==> config.mk <==
export PLATFORM = sky130hd
export DESIGN_NAME = slp_param_regs
export DESIGN_NICKNAME = d
export VERILOG_FILES = /design/src/slp_pkg.sv /design/src/slp_checksum.sv /design/src/slp_octets_calc.sv /design/src/slp_param_regs.sv
export SDC_FILE = /design/constraint.sdc
export NUM_CORES = 1
export LEC_CHECK = 0
export BUFFER_PORTS_ARGS = -buffer_cell sky130_fd_sc_hd__buf_2
export CORE_MARGIN = 1
export CORE_UTILIZATION = 55
export CTS_CLUSTER_DIAMETER = 150
export DETAILED_ROUTE_END_ITERATION = 10
export PLACE_DENSITY = 0.88
export SETUP_SLACK_MARGIN = 0.5
export SLEW_MARGIN = 20
export SYNTH_ARGS = -nofsm -noshare
export SYNTH_HDL_FRONTEND = slang
export SYNTH_SLANG_ARGS = --single-unit
==> constraint.sdc <==
create_clock -name clk -period 5.25 [get_ports clk]
set_input_delay 1.05 -clock clk [delete_from_list [all_inputs] [get_ports clk]]
set_output_delay 1.05 -clock clk [all_outputs]
set_load 0.01 [all_outputs]
==> src/slp_pkg.sv <==
// Package of register offsets, fields and reset values for the link-parameter bank
package slp_pkg;
   localparam logic [7:0] SLP_ADDR_BANK_IDENT     = 8'h65;
   localparam logic [7:0] SLP_ADDR_LANE0_IDENT    = 8'h66;
   localparam logic [7:0] SLP_ADDR_LANE1_IDENT    = 8'h67;
   localparam logic [7:0] SLP_ADDR_SCRAMBLE_LANE  = 8'h6E;
   localparam logic [7:0] SLP_ADDR_OCTETS_FRAME   = 8'h6F;
   localparam logic [7:0] SLP_ADDR_FRAMES_MF      = 8'h70;
   localparam logic [7:0] SLP_ADDR_CONVERTERS     = 8'h71;
   localparam logic [7:0] SLP_ADDR_RES_CTRL       = 8'h72;
   localparam logic [7:0] SLP_ADDR_TOTAL_BITS     = 8'h73;
   localparam logic [7:0] SLP_ADDR_SAMPLES_FRAME  = 8'h74;
   localparam logic [7:0] SLP_ADDR_DENSITY_CTRL   = 8'h75;
   localparam logic [7:0] SLP_ADDR_SPARE_A        = 8'h76;
   localparam logic [7:0] SLP_ADDR_SPARE_B        = 8'h77;
   localparam logic [7:0] SLP_ADDR_LANE0_CHKSUM   = 8'h78;
   localparam logic [7:0] SLP_ADDR_LANE1_CHKSUM   = 8'h79;

   localparam logic [7:0] SLP_RST_BANK_IDENT      = 8'h00;
   localparam logic [7:0] SLP_RST_LANE0_IDENT     = 8'h00;
   localparam logic [7:0] SLP_RST_LANE1_IDENT     = 8'h01;
   localparam logic [7:0] SLP_RST_SCRAMBLE_LANE   = 8'h80;
   localparam logic [7:0] SLP_RST_CONVERTERS      = 8'h00;
   localparam logic [4:0] SLP_RST_FRAMES_MF       = 5'h0F;
   localparam logic [1:0] SLP_RST_CTRL_BITS       = 2'h0;
   localparam logic [7:0] SLP_RST_SPARE           = 8'h00;

   localparam logic [3:0] SLP_BANK_IDENT_MASK_W   = 4'hF;
   localparam int         SLP_SCRAMBLE_BIT        = 7;
   localparam int         SLP_LANE_CTRL_BIT       = 0;
   localparam int         SLP_CONV_CTRL_BIT       = 0;
   localparam int         SLP_CTRL_BITS_LSB       = 6;
   localparam int         SLP_DENSE_BIT           = 7;

   localparam logic [4:0] SLP_RESOLUTION          = 5'h0D;
   localparam logic [4:0] SLP_TOTAL_BITS          = 5'h0F;
   localparam logic [4:0] SLP_SAMPLES_PER_FRAME   = 5'h00;
   localparam logic       SLP_DENSE_PACKING       = 1'b0;
   localparam logic [4:0] SLP_CTRL_WORDS_PER_FRAME = 5'h00;
   localparam logic [7:0] SLP_READ_ZERO           = 8'h00;
endpackage : slp_pkg
==> src/slp_checksum.sv <==
// Per-lane checksum of the link parameters, sum modulo 256
`timescale 1ns/100ps
`default_nettype none
module slp_checksum (
   // Clock and reset
   input  wire logic       clk,
   input  wire logic       sys_rst,
   // Parameter fields
   input  wire logic [7:0] lane_ident,
   input  wire logic [7:0] param_sum,
   // Result
   output logic [7:0]      checksum_q
);
   import slp_pkg::*;

   logic [7:0] checksum_d;
   assign checksum_d = param_sum + lane_ident;

   // Registered so the readback is glitch free
   always_ff @(posedge clk) begin
      if (sys_rst) begin
         checksum_q <= SLP_READ_ZERO;
      end else begin
         checksum_q <= checksum_d;
      end
   end
endmodule : slp_checksum
`default_nettype wire

==> src/slp_octets_calc.sv <==
// Octets-per-frame derivation from converter and lane counts
`timescale 1ns/100ps
`default_nettype none
module slp_octets_calc (
   // Link shape
   input  wire logic       two_converters,
   input  wire logic       two_lanes,
   // Derived value
   output logic [7:0]      octets_per_frame
);
   import slp_pkg::*;

   // F = 2*M/L with M and L each one or two; the field holds F-1, so one lane and one converter read 1
   logic [2:0] conv_count;
   logic [2:0] doubled;
   logic [2:0] frame_octets;
   always_comb begin
      conv_count       = two_converters ? 3'h2 : 3'h1;
      doubled          = {conv_count[1:0], 1'b0};
      frame_octets     = two_lanes ? {1'b0, doubled[2:1]} : doubled;
      octets_per_frame = {5'h00, frame_octets - 3'h1};
   end
endmodule : slp_octets_calc
`default_nettype wire

==> src/slp_param_regs.sv <==
// Link-parameter register bank of a two-converter serial transmitter
//
// Operation
// RULE1: Converter resolution field reads a fixed value; writes to it are ignored.
// RULE2: Samples-per-converter-per-frame reads as a constant one.
// RULE3: Dense-packing flag in bit 7 reads as fixed zero.
// RULE4: Control words per frame cycle reads as constant zero.
// RULE5: Two spare bytes are freely writable and readable, reset to zero.
// RULE6: Frames-per-multiframe field is writable, sitting below three unused upper bits.
// RULE7: Host keeps channel index at default before writing port configuration.
// RULE8: Octets per frame is twice converters over lanes, read back minus one.
// RULE9: Lane-control bit selects one lane when clear, two when set.
// RULE10: Scramble-lane register bit 7 high enables scrambling.
// RULE11: Converters register bit 0 selects one converter when clear, two when set.
`timescale 1ns/100ps
`default_nettype none
module slp_param_regs (
   // Clock and reset
   input  wire logic       clk,
   input  wire logic       sys_rst,
   // Register access from the serial control port
   input  wire logic       reg_wr,
   input  wire logic       reg_rd,
   input  wire logic [7:0] reg_addr,
   input  wire logic [7:0] reg_wdata,
   output logic [7:0]      reg_rdata,
   output logic            reg_rvalid,
   // Link configuration toward the transmitter
   output logic            scramble_enable,
   output logic            two_lanes,
   output logic            two_converters,
   output logic [3:0]      bank_ident,
   output logic [4:0]      lane0_ident,
   output logic [4:0]      lane1_ident,
   output logic [4:0]      frames_per_multiframe,
   output logic [1:0]      ctrl_bits_per_sample
);
   import slp_pkg::*;

   logic [7:0] bank_ident_q;
   logic [7:0] lane0_ident_q;
   logic [7:0] lane1_ident_q;
   logic [7:0] scramble_lane_q;
   logic [7:0] converters_q;
   logic [4:0] frames_mf_q;
   logic [1:0] ctrl_bits_q;
   logic [7:0] spare_a_q;
   logic [7:0] spare_b_q;
   logic [7:0] rdata_d;
   logic [7:0] octets_per_frame;
   logic [7:0] param_sum;
   logic [7:0] lane0_chksum_q;
   logic [7:0] lane1_chksum_q;

   // Open bits are not stored, so they always read back zero
   always_ff @(posedge clk) begin
      if (sys_rst) begin
         bank_ident_q  <= SLP_RST_BANK_IDENT;
         lane0_ident_q <= SLP_RST_LANE0_IDENT;
         lane1_ident_q <= SLP_RST_LANE1_IDENT;
      end else if (reg_wr) begin
         if (reg_addr == SLP_ADDR_BANK_IDENT) begin
            bank_ident_q <= {4'h0, reg_wdata[3:0]};
         end else if (reg_addr == SLP_ADDR_LANE0_IDENT) begin
            lane0_ident_q <= {3'h0, reg_wdata[4:0]};
         end else if (reg_addr == SLP_ADDR_LANE1_IDENT) begin
            lane1_ident_q <= {3'h0, reg_wdata[4:0]};
         end
      end
   end

   always_ff @(posedge clk) begin
      if (sys_rst) begin
         scramble_lane_q <= SLP_RST_SCRAMBLE_LANE;
         converters_q    <= SLP_RST_CONVERTERS;
      end else if (reg_wr) begin
         if (reg_addr == SLP_ADDR_SCRAMBLE_LANE) begin
            // Only scrambler enable and lane control are kept [RULE10] [RULE9]
            scramble_lane_q <= {reg_wdata[SLP_SCRAMBLE_BIT], 6'h00, reg_wdata[SLP_LANE_CTRL_BIT]};
         end else if (reg_addr == SLP_ADDR_CONVERTERS) begin
            converters_q <= {7'h00, reg_wdata[SLP_CONV_CTRL_BIT]}; // [RULE11]
         end
      end
   end

   always_ff @(posedge clk) begin
      if (sys_rst) begin
         frames_mf_q <= SLP_RST_FRAMES_MF;
         ctrl_bits_q <= SLP_RST_CTRL_BITS;
      end else if (reg_wr) begin
         if (reg_addr == SLP_ADDR_FRAMES_MF) begin
            frames_mf_q <= reg_wdata[4:0]; // [RULE6]
         end else if (reg_addr == SLP_ADDR_RES_CTRL) begin
            // Resolution bits of the write are dropped [RULE1]
            ctrl_bits_q <= reg_wdata[SLP_CTRL_BITS_LSB +: 2];
         end
      end
   end

   always_ff @(posedge clk) begin
      if (sys_rst) begin
         spare_a_q <= SLP_RST_SPARE;
         spare_b_q <= SLP_RST_SPARE;
      end else if (reg_wr) begin
         if (reg_addr == SLP_ADDR_SPARE_A) begin
            spare_a_q <= reg_wdata; // [RULE5]
         end else if (reg_addr == SLP_ADDR_SPARE_B) begin
            spare_b_q <= reg_wdata; // [RULE5]
         end
      end
   end

   slp_octets_calc u_octets (
      .two_converters   (converters_q[SLP_CONV_CTRL_BIT]),
      .two_lanes        (scramble_lane_q[SLP_LANE_CTRL_BIT]),
      .octets_per_frame (octets_per_frame)
   ); // [RULE8]

   // Checksum covers the shared parameter fields; lane identity is added per lane
   assign param_sum = bank_ident_q + scramble_lane_q + octets_per_frame + {3'h0, frames_mf_q}
                      + converters_q + {ctrl_bits_q, 1'b0, SLP_RESOLUTION} + {3'h0, SLP_TOTAL_BITS}
                      + {3'h0, SLP_SAMPLES_PER_FRAME} + spare_a_q + spare_b_q;

   slp_checksum u_chk0 (
      .clk        (clk),
      .sys_rst    (sys_rst),
      .lane_ident (lane0_ident_q),
      .param_sum  (param_sum),
      .checksum_q (lane0_chksum_q)
   );

   slp_checksum u_chk1 (
      .clk        (clk),
      .sys_rst    (sys_rst),
      .lane_ident (lane1_ident_q),
      .param_sum  (param_sum),
      .checksum_q (lane1_chksum_q)
   );

   // Read decode; unmapped addresses read zero
   always_comb begin
      rdata_d = SLP_READ_ZERO;
      if (reg_addr == SLP_ADDR_BANK_IDENT) begin
         rdata_d = bank_ident_q;
      end else if (reg_addr == SLP_ADDR_LANE0_IDENT) begin
         rdata_d = lane0_ident_q;
      end else if (reg_addr == SLP_ADDR_LANE1_IDENT) begin
         rdata_d = lane1_ident_q;
      end else if (reg_addr == SLP_ADDR_SCRAMBLE_LANE) begin
         rdata_d = scramble_lane_q;
      end else if (reg_addr == SLP_ADDR_OCTETS_FRAME) begin
         rdata_d = octets_per_frame; // [RULE8]
      end else if (reg_addr == SLP_ADDR_FRAMES_MF) begin
         rdata_d = {3'h0, frames_mf_q}; // [RULE6]
      end else if (reg_addr == SLP_ADDR_CONVERTERS) begin
         rdata_d = converters_q;
      end else if (reg_addr == SLP_ADDR_RES_CTRL) begin
         rdata_d = {ctrl_bits_q, 1'b0, SLP_RESOLUTION}; // [RULE1]
      end else if (reg_addr == SLP_ADDR_TOTAL_BITS) begin
         rdata_d = {3'h0, SLP_TOTAL_BITS};
      end else if (reg_addr == SLP_ADDR_SAMPLES_FRAME) begin
         // Field holds S-1, so zero encodes one sample
         rdata_d = {3'h0, SLP_SAMPLES_PER_FRAME}; // [RULE2]
      end else if (reg_addr == SLP_ADDR_DENSITY_CTRL) begin
         rdata_d = {SLP_DENSE_PACKING, 2'h0, SLP_CTRL_WORDS_PER_FRAME}; // [RULE3] [RULE4]
      end else if (reg_addr == SLP_ADDR_SPARE_A) begin
         rdata_d = spare_a_q;
      end else if (reg_addr == SLP_ADDR_SPARE_B) begin
         rdata_d = spare_b_q;
      end else if (reg_addr == SLP_ADDR_LANE0_CHKSUM) begin
         rdata_d = lane0_chksum_q;
      end else if (reg_addr == SLP_ADDR_LANE1_CHKSUM) begin
         rdata_d = lane1_chksum_q;
      end
   end

   always_ff @(posedge clk) begin
      if (sys_rst) begin
         reg_rdata  <= SLP_READ_ZERO;
         reg_rvalid <= 1'b0;
      end else begin
         reg_rdata  <= reg_rd ? rdata_d : SLP_READ_ZERO;
         reg_rvalid <= reg_rd;
      end
   end

   // Configuration outputs registered one cycle behind the stored fields
   always_ff @(posedge clk) begin
      if (sys_rst) begin
         scramble_enable       <= SLP_RST_SCRAMBLE_LANE[SLP_SCRAMBLE_BIT];
         two_lanes             <= SLP_RST_SCRAMBLE_LANE[SLP_LANE_CTRL_BIT];
         two_converters        <= SLP_RST_CONVERTERS[SLP_CONV_CTRL_BIT];
         bank_ident            <= SLP_RST_BANK_IDENT[3:0];
         lane0_ident           <= SLP_RST_LANE0_IDENT[4:0];
         lane1_ident           <= SLP_RST_LANE1_IDENT[4:0];
         frames_per_multiframe <= SLP_RST_FRAMES_MF;
         ctrl_bits_per_sample  <= SLP_RST_CTRL_BITS;
      end else begin
         scramble_enable       <= scramble_lane_q[SLP_SCRAMBLE_BIT]; // [RULE10]
         two_lanes             <= scramble_lane_q[SLP_LANE_CTRL_BIT]; // [RULE9]
         two_converters        <= converters_q[SLP_CONV_CTRL_BIT]; // [RULE11]
         bank_ident            <= bank_ident_q[3:0];
         lane0_ident           <= lane0_ident_q[4:0];
         lane1_ident           <= lane1_ident_q[4:0];
         frames_per_multiframe <= frames_mf_q;
         ctrl_bits_per_sample  <= ctrl_bits_q;
      end
   end
endmodule : slp_param_regs
`default_nettype wire

## After elaboration in Yosys (flattened, before gate mapping)

Index checks and enable logic that the tools add are counted.

- Flip-flop bits (word level): 89
- Bits in latches: 0
- Bits in writable memories: 0
- ROM bits: 0
- Input port bits: 20
- Output and inout port bits: 33
- Logic and storage cells: 88
- Memories kept: 0

- Add/sub/neg operators: 11
- $mul: 0
- Divide/modulo/power cells: 0
- Magnitude comparators: 0
- Eq/ne operators: 15
- Shifts and indexed selects: 0
- Multiplexer cells: 17
- Bitwise gates (word level): 6
- Reduce and logical (&&, ||, !) cells: 14

Operators with widths:

| operator | count |
|---|---|
| 8-bit by 7-bit == test with 1-bit output (second input constant) | 15 |
| 8-bit 2-to-1 mux | 12 |
| 8-bit by 5-bit adder with 8-bit output | 3 |
| 8-bit adder | 3 |
| 13-bit OR reduction | 1 |
| 3-bit AND reduction | 4 |
| 5-bit 2-to-1 mux | 2 |
| 9-bit OR reduction | 1 |
| 4-bit by 8-bit adder with 8-bit output | 1 |
| 8-bit by 1-bit adder with 8-bit output | 1 |
| 8-bit by 3-bit adder with 8-bit output | 1 |
| 8-bit by 4-bit adder with 8-bit output (second input constant) | 1 |
| 2-bit AND reduction | 4 |
| 1-bit inverter | 6 |
| 5-bit OR reduction | 1 |
| 4-bit 2-to-1 mux | 1 |
| 4-bit AND reduction | 1 |
| 3-bit 2-to-1 mux | 1 |
| 3-bit OR reduction | 1 |
| 3-bit by 1-bit subtractor with 3-bit output (second input constant) | 1 |
| 2-bit 2-to-1 mux | 1 |
| 2-bit OR reduction | 1 |

## Logic depth before layout (Yosys ltp)

- Word-level depth: 16
- Depth in mapped cells: 15
- Depth with buffers taken out: 15

## Modules after synthesis

A second synthesis with hierarchy kept.

- Cells, all modules: 562
- Area, all modules: 5168.7 um^2

By module, submodules not included:

| module | instances | cells an instance | area each (um^2) | sequential area each (um^2) |
|---|---|---|---|---|
| slp_param_regs | 1 | 437 | 4038.9 | 1461.4 |
| slp_checksum | 2 | 58 | 533.0 | 160.2 |
| slp_octets_calc | 1 | 9 | 63.8 | 0.0 |

## Worst setup path after synthesis

No wires, ideal clock.

- Path type: register to register
- Start: reg bank_ident_q[1]
- End: reg u_chk1.checksum_q[7]
- Library setup time: 0.061 ns
- Arrival time: 3.709 ns
- Required time: 5.189 ns
- Setup slack: 1.480 ns
- Stages on the path, launching flop included: 16
- Buffers on the path: 0
- Period minus slack after synthesis: 3.770 ns
- Path through: dfxtp_1 -> inv_1 -> fa_1 -> inv_1 -> fa_1 -> inv_1 -> fa_1 -> inv_1 -> ha_1 -> fa_1 -> ha_1 -> o21ai_0 -> o21bai_1 -> a21o_1 -> a2111o_1 -> nand2_1

- Word-level cells in the longest chain between the ends: 9

Ends and longest elaborated chain:

| what | line | text |
|---|---|---|
| start, declared | slp_param_regs.sv:40 | `logic [7:0] bank_ident_q;` |
| start signal, assigned | slp_param_regs.sv:63 | `bank_ident_q <= {4'h0, reg_wdata[3:0]};` |
| 4-bit by 8-bit adder with 8-bit output | slp_param_regs.sv:120 | `assign param_sum = bank_ident_q + scramble_lane_q + octets_per_frame + {3'h0, frames_mf_q}` |
| 8-bit by 3-bit adder with 8-bit output | slp_param_regs.sv:120 |  |
| 8-bit by 5-bit adder with 8-bit output | slp_param_regs.sv:120 |  |
| 8-bit by 1-bit adder with 8-bit output | slp_param_regs.sv:121 | `+ converters_q + {ctrl_bits_q, 1'b0, SLP_RESOLUTION} + {3'h0, SLP_TOTAL_BITS}` |
| 8-bit adder | slp_param_regs.sv:121 |  |
| 8-bit by 4-bit adder with 8-bit output | slp_param_regs.sv:121 |  |
| 8-bit adder (2 in series) | slp_param_regs.sv:122 | `+ {3'h0, SLP_SAMPLES_PER_FRAME} + spare_a_q + spare_b_q;` |
| 8-bit by 5-bit adder with 8-bit output | slp_checksum.sv:17 | `assign checksum_d = param_sum + lane_ident;` |
| end signal, assigned | slp_checksum.sv:24 | `checksum_q <= checksum_d;` |
| end, declared | slp_checksum.sv:12 | `output logic [7:0] checksum_q` |

Every way passes these cells.
A chain may end at the register's enable or synchronous reset.

## Worst setup path in the final report

Same ends and word-level chain as after synthesis.

==> results.md <==
| Parameter | Reported |
|---|---|
| Num CTS Buffers | 9 |
| H-tree depth | 3 |
| DR DRC count | 0 |
| P per Cell Area | 250 nW/um2 |
| Core region area | 8300 um2 |
| CP peak stage delay | 0.54 ns |
| Footprint of the flip-flops and latches | 1780 um2 |
| Combined area of the multi-input logic cells | 2710 um2 |
| Synthesis-stage register bit count | 89 |
| Fraction of synthesis flops using an asynchronous set or reset pin | 0% |
| RSZ-0062 raised after global routing | false |
| HPWL after detailed placement | 8.91 mm |
| Worst IR Drop VDD | 120 uV |
| Aggregate global routing overflow | 0 |
| Ratio of final minimum period to clock period | 78.5% |
| Design area | 5280 um2 |
| Number of antenna violations at the first check in global routing | 0 |
| Proportion of synthesized chip area in sequential cells | 37.5% |
| Setup TNS | 0 ns |
| Top post-synthesis cells by area | sky130_fd_sc_hd__dfxtp_1 38%, sky130_fd_sc_hd__fa_1 7.2%, sky130_fd_sc_hd__ha_1 6.6% |
| Total Routing Usage GR | 29.4% |
| Worst-skew pair later-pin latency | 0.37 ns |
| Area share of the largest cell type after synthesis | 37.5% |
| Slowest cell on the critical path | sky130_fd_sc_hd__fa_1 |
| Pre-CTS setup slack | 1.19 ns |
| Number of fill cells in the layout | 669 |
| Number of distinct library cell variants in the gate-level netlist after synthesis | 67 |
| Placed cell areas | 5050 um2 |
| Detail Route Antenna Nets | 0 |
| Static leakage | 2.51 nW |
| CTS tree | built |
| Die Wd | 94.9 um |
| Most frequently used flop master after synthesis | sky130_fd_sc_hd__dfxtp_1 |
| Largest buffer count on any clock path | 2 |
| Maximum number of pins on one net before global-route repair | 70 |
| WL per Instance | 18.4 um |
| Total number of placement rows | 33 |
| EDFF count, synth | 0 |
| Placer's final routability congestion estimate | 0.988 |
| Slew Limit Fails | 0 |
| Number of optimization iterations in the first detailed-route pass | 6 |
| Number of buffers inserted by port buffering | 52 |
| Post-synthesis area per instance | 9.11 um2 |
| Highest attainable clock frequency | 0.243 GHz |
| Final layout net count | 626 |
| Setup skew after layout | 0.00818 ns |
| Buf+Inv Stages, Crit Path | 4 |
| Max Fanout on Critical Path | 3 |
| Hold crit path type | flip-flop to flip-flop |
| Drt via density | 6.10 |
| YS warnings | 0 |
| Critical Path Sink Type | flip-flop |
| Number of setup violations in the final report | 0 |
| Clock tree root driver cell | sky130_fd_sc_hd__clkbuf_8 |
| Mapped Cells | 521 |
| Post-Syn Nets | 583 |
| Clock-pin slew reported for the worst setup and hold paths after clock tree synthesis | 0.09 ns |
| Initial core utilization | 57.2% |
| Critical path cell sequence | inv_1 > fa_1 > inv_1 > fa_1 > inv_1 > fa_1 > inv_1 > ha_1 > fa_1 > ha_1 > o21ai_0 > o21bai_1 > a21o_1 > a2111o_1 > nand2_1 |
| Number of vias after detailed routing | 4110 |
| Arrival time worst endpoint | 4.44 ns |
| Critical path startpoint category | flip-flop |
| Cell area after technology mapping | 4750 um2 |
| Category of cells accounting for the largest share of critical-path delay | adder cells |
| Final Hold Vio Count | 0 |
| Minimum clock period after layout | 4.12 ns |
| WP data required | 5.57 ns |
| Die Y | 94.9 um |
| Slew @ Worst Pin | 0.814 ns |
| Die Footprint | 9010 um2 |
| Crit Path Category | flip-flop to flip-flop |
| Number of sinks handled by clock tree synthesis | 89 |
| Final Util | 63.6% |
| Slew HR | 45.6% |
| Count of buffers added by post-CTS timing repair for setup | 0 |
| Worst slack on hold paths | 0.458 ns |
| Via count of the first global-routing pass | 4119 |
| Run status | completed |
| Post-cts sizing count | 0 |
| Routed wire length | 12.4 mm |
| Drt initial violations | 516 |
| Global-route wire length before repair | 19.9 mm |
| Biggest area consumer among synthesized cells | sky130_fd_sc_hd__dfxtp_1 |
| # hold bufs at CTS | 0 |
| Relative area change from synthesis to final layout | 11.1% |
| Final setup margin | 1.13 ns |
| Reported max-cap violation count | 0 |
| Fraction of layout cells with a size suffix above 1 | 15.3% |
| Number of I/O pins | 53 |
| Number of diodes | 0 |
## state kept, by name (all words and copies together), names as in the netlist
signal                 count
two_converters             1
ctrl_bits_q                2
scramble_lane_q            2
frames_per_multiframe      5
ctrl_bits_per_sample       2
lane0_ident_q              5
lane1_ident                5
two_lanes                  1
bank_ident_q               4
u_chk0.checksum_q          8
lane0_ident                5
lane1_ident_q              5
reg_rvalid                 1
u_chk1.checksum_q          8
spare_b_q                  8
scramble_enable            1
frames_mf_q                5
spare_a_q                  8
reg_rdata                  8
bank_ident                 4
converters_q               1
## synthesized netlist by cell type, types with 5 or more instances
master / number
sky130_fd_sc_hd__a211oi_1: 5
sky130_fd_sc_hd__a21o_1: 10
sky130_fd_sc_hd__a21oi_1: 36
sky130_fd_sc_hd__buf_2: 7
sky130_fd_sc_hd__clkbuf_1: 11
sky130_fd_sc_hd__dfxtp_1: 89
sky130_fd_sc_hd__fa_1: 17
sky130_fd_sc_hd__ha_1: 25
sky130_fd_sc_hd__inv_1: 41
sky130_fd_sc_hd__mux2i_1: 24
sky130_fd_sc_hd__nand2_1: 55
sky130_fd_sc_hd__nand2b_1: 7
sky130_fd_sc_hd__nand3_1: 24
sky130_fd_sc_hd__nor2_1: 42
sky130_fd_sc_hd__nor2b_1: 20
sky130_fd_sc_hd__o21ai_0: 24
sky130_fd_sc_hd__xnor2_1: 7
## metal layers
metal  global-route usage [%]  up-vias  share of wire, %
li1                         -     1871                 -
met1                     34.5     1939                39
met2                     47.8      239                47
met3                     7.57       61               9.1
met4                     18.4        0               4.8
met5                        0        -                 0
## kinds of logic (layout without fill, tap and decap cells)
kind of cell             Yosys count  count (layout)  share of synthesized area (%)
AND/OR/NAND/NOR                  183             183                           20.3
AO/OA/AOI/OAI                    106             106                           14.6
flip-flops                        89              89                           37.5
buffers and inverters             62             110                           5.32
adder cells (fa/ha/maj)           42              42                           13.8
multiplexers                      27              27                           5.77
XOR/XNOR                          11              11                           2.61
other                              1               1                         0.0790
## report_power, final
part           switching, W  total (W)  internal, W  leakage [nW]
registers        0.00000221   0.000684     0.000682         0.721
logic             0.0000703   0.000102    0.0000322          1.67
clock network      0.000251   0.000534     0.000283         0.113
total              0.000324    0.00132     0.000997          2.51
## metrics by stage
| step | instances | power [W] |
|---|---|---|
| 2_1_floorplan | 521 | 0.000767 |
| 3_3_place_gp | 658 | 0.000795 |
| 3_5_place_dp | 658 | 0.000798 |
| 4_1_cts | 674 | 0.00133 |
| 5_1_grt | 674 | 0.00136 |
| 6_report | 674 | 0.00132 |
## final timing paths
path | startpoint | endpoint | slack [ns] | cells past startpoint
hold reg to reg | spare_a_q[4] | spare_a_q[4] | 0.46 | 2
hold / removal | spare_a_q[4] | spare_a_q[4] | 0.46 | 2
setup reg to reg | bank_ident_q[1] | u_chk1.checksum_q[7] | 1.13 | 15
setup / recovery | bank_ident_q[1] | u_chk1.checksum_q[7] | 1.13 | 15
## placed cells by master, fill, tap and decap left out, types with 4 or more instances in the layout
| cell type | instances |
|---|---|
| sky130_fd_sc_hd__inv_1 | 41 |
| sky130_fd_sc_hd__nor2b_1 | 20 |
| sky130_fd_sc_hd__clkbuf_8 | 10 |
| sky130_fd_sc_hd__ha_1 | 25 |
| sky130_fd_sc_hd__nand3_1 | 24 |
| sky130_fd_sc_hd__mux2i_1 | 24 |
| sky130_fd_sc_hd__a21o_1 | 10 |
| sky130_fd_sc_hd__nor2_1 | 42 |
| sky130_fd_sc_hd__dfxtp_1 | 89 |
| sky130_fd_sc_hd__nand2b_1 | 7 |
| sky130_fd_sc_hd__and3_1 | 4 |
| sky130_fd_sc_hd__a211oi_1 | 5 |
| sky130_fd_sc_hd__a21oi_1 | 36 |
| sky130_fd_sc_hd__nor3_1 | 4 |
| sky130_fd_sc_hd__nand2_1 | 55 |
| sky130_fd_sc_hd__buf_2 | 52 |
| sky130_fd_sc_hd__xnor2_1 | 7 |
| sky130_fd_sc_hd__o21ai_0 | 24 |
| sky130_fd_sc_hd__fa_1 | 17 |
## worst reg2reg max path, cell delays in order, from the launching register on
cell and delay (ns):
sky130_fd_sc_hd__dfxtp_1 0.38, sky130_fd_sc_hd__inv_1 0.09, sky130_fd_sc_hd__fa_1 0.54, sky130_fd_sc_hd__inv_1 0.06
sky130_fd_sc_hd__fa_1 0.53, sky130_fd_sc_hd__inv_1 0.06, sky130_fd_sc_hd__fa_1 0.40, sky130_fd_sc_hd__inv_1 0.06
sky130_fd_sc_hd__ha_1 0.20, sky130_fd_sc_hd__fa_1 0.48, sky130_fd_sc_hd__ha_1 0.34, sky130_fd_sc_hd__o21ai_0 0.13
sky130_fd_sc_hd__o21bai_1 0.11, sky130_fd_sc_hd__a21o_1 0.22, sky130_fd_sc_hd__a2111o_1 0.40, sky130_fd_sc_hd__nand2_1 0.05
## final cells by class
cell class | instances | area share [%]
clock buffer | 10 | 2.61
clock inverter | 6 | 1.71
inverter | 41 | 2.92
multi-input combinational | 370 | 51.4
sequential | 89 | 33.8
tap | 105 | 2.49
timing repair buffer | 53 | 5.08
No activity file was read; power rests on OpenSTA's default activity.
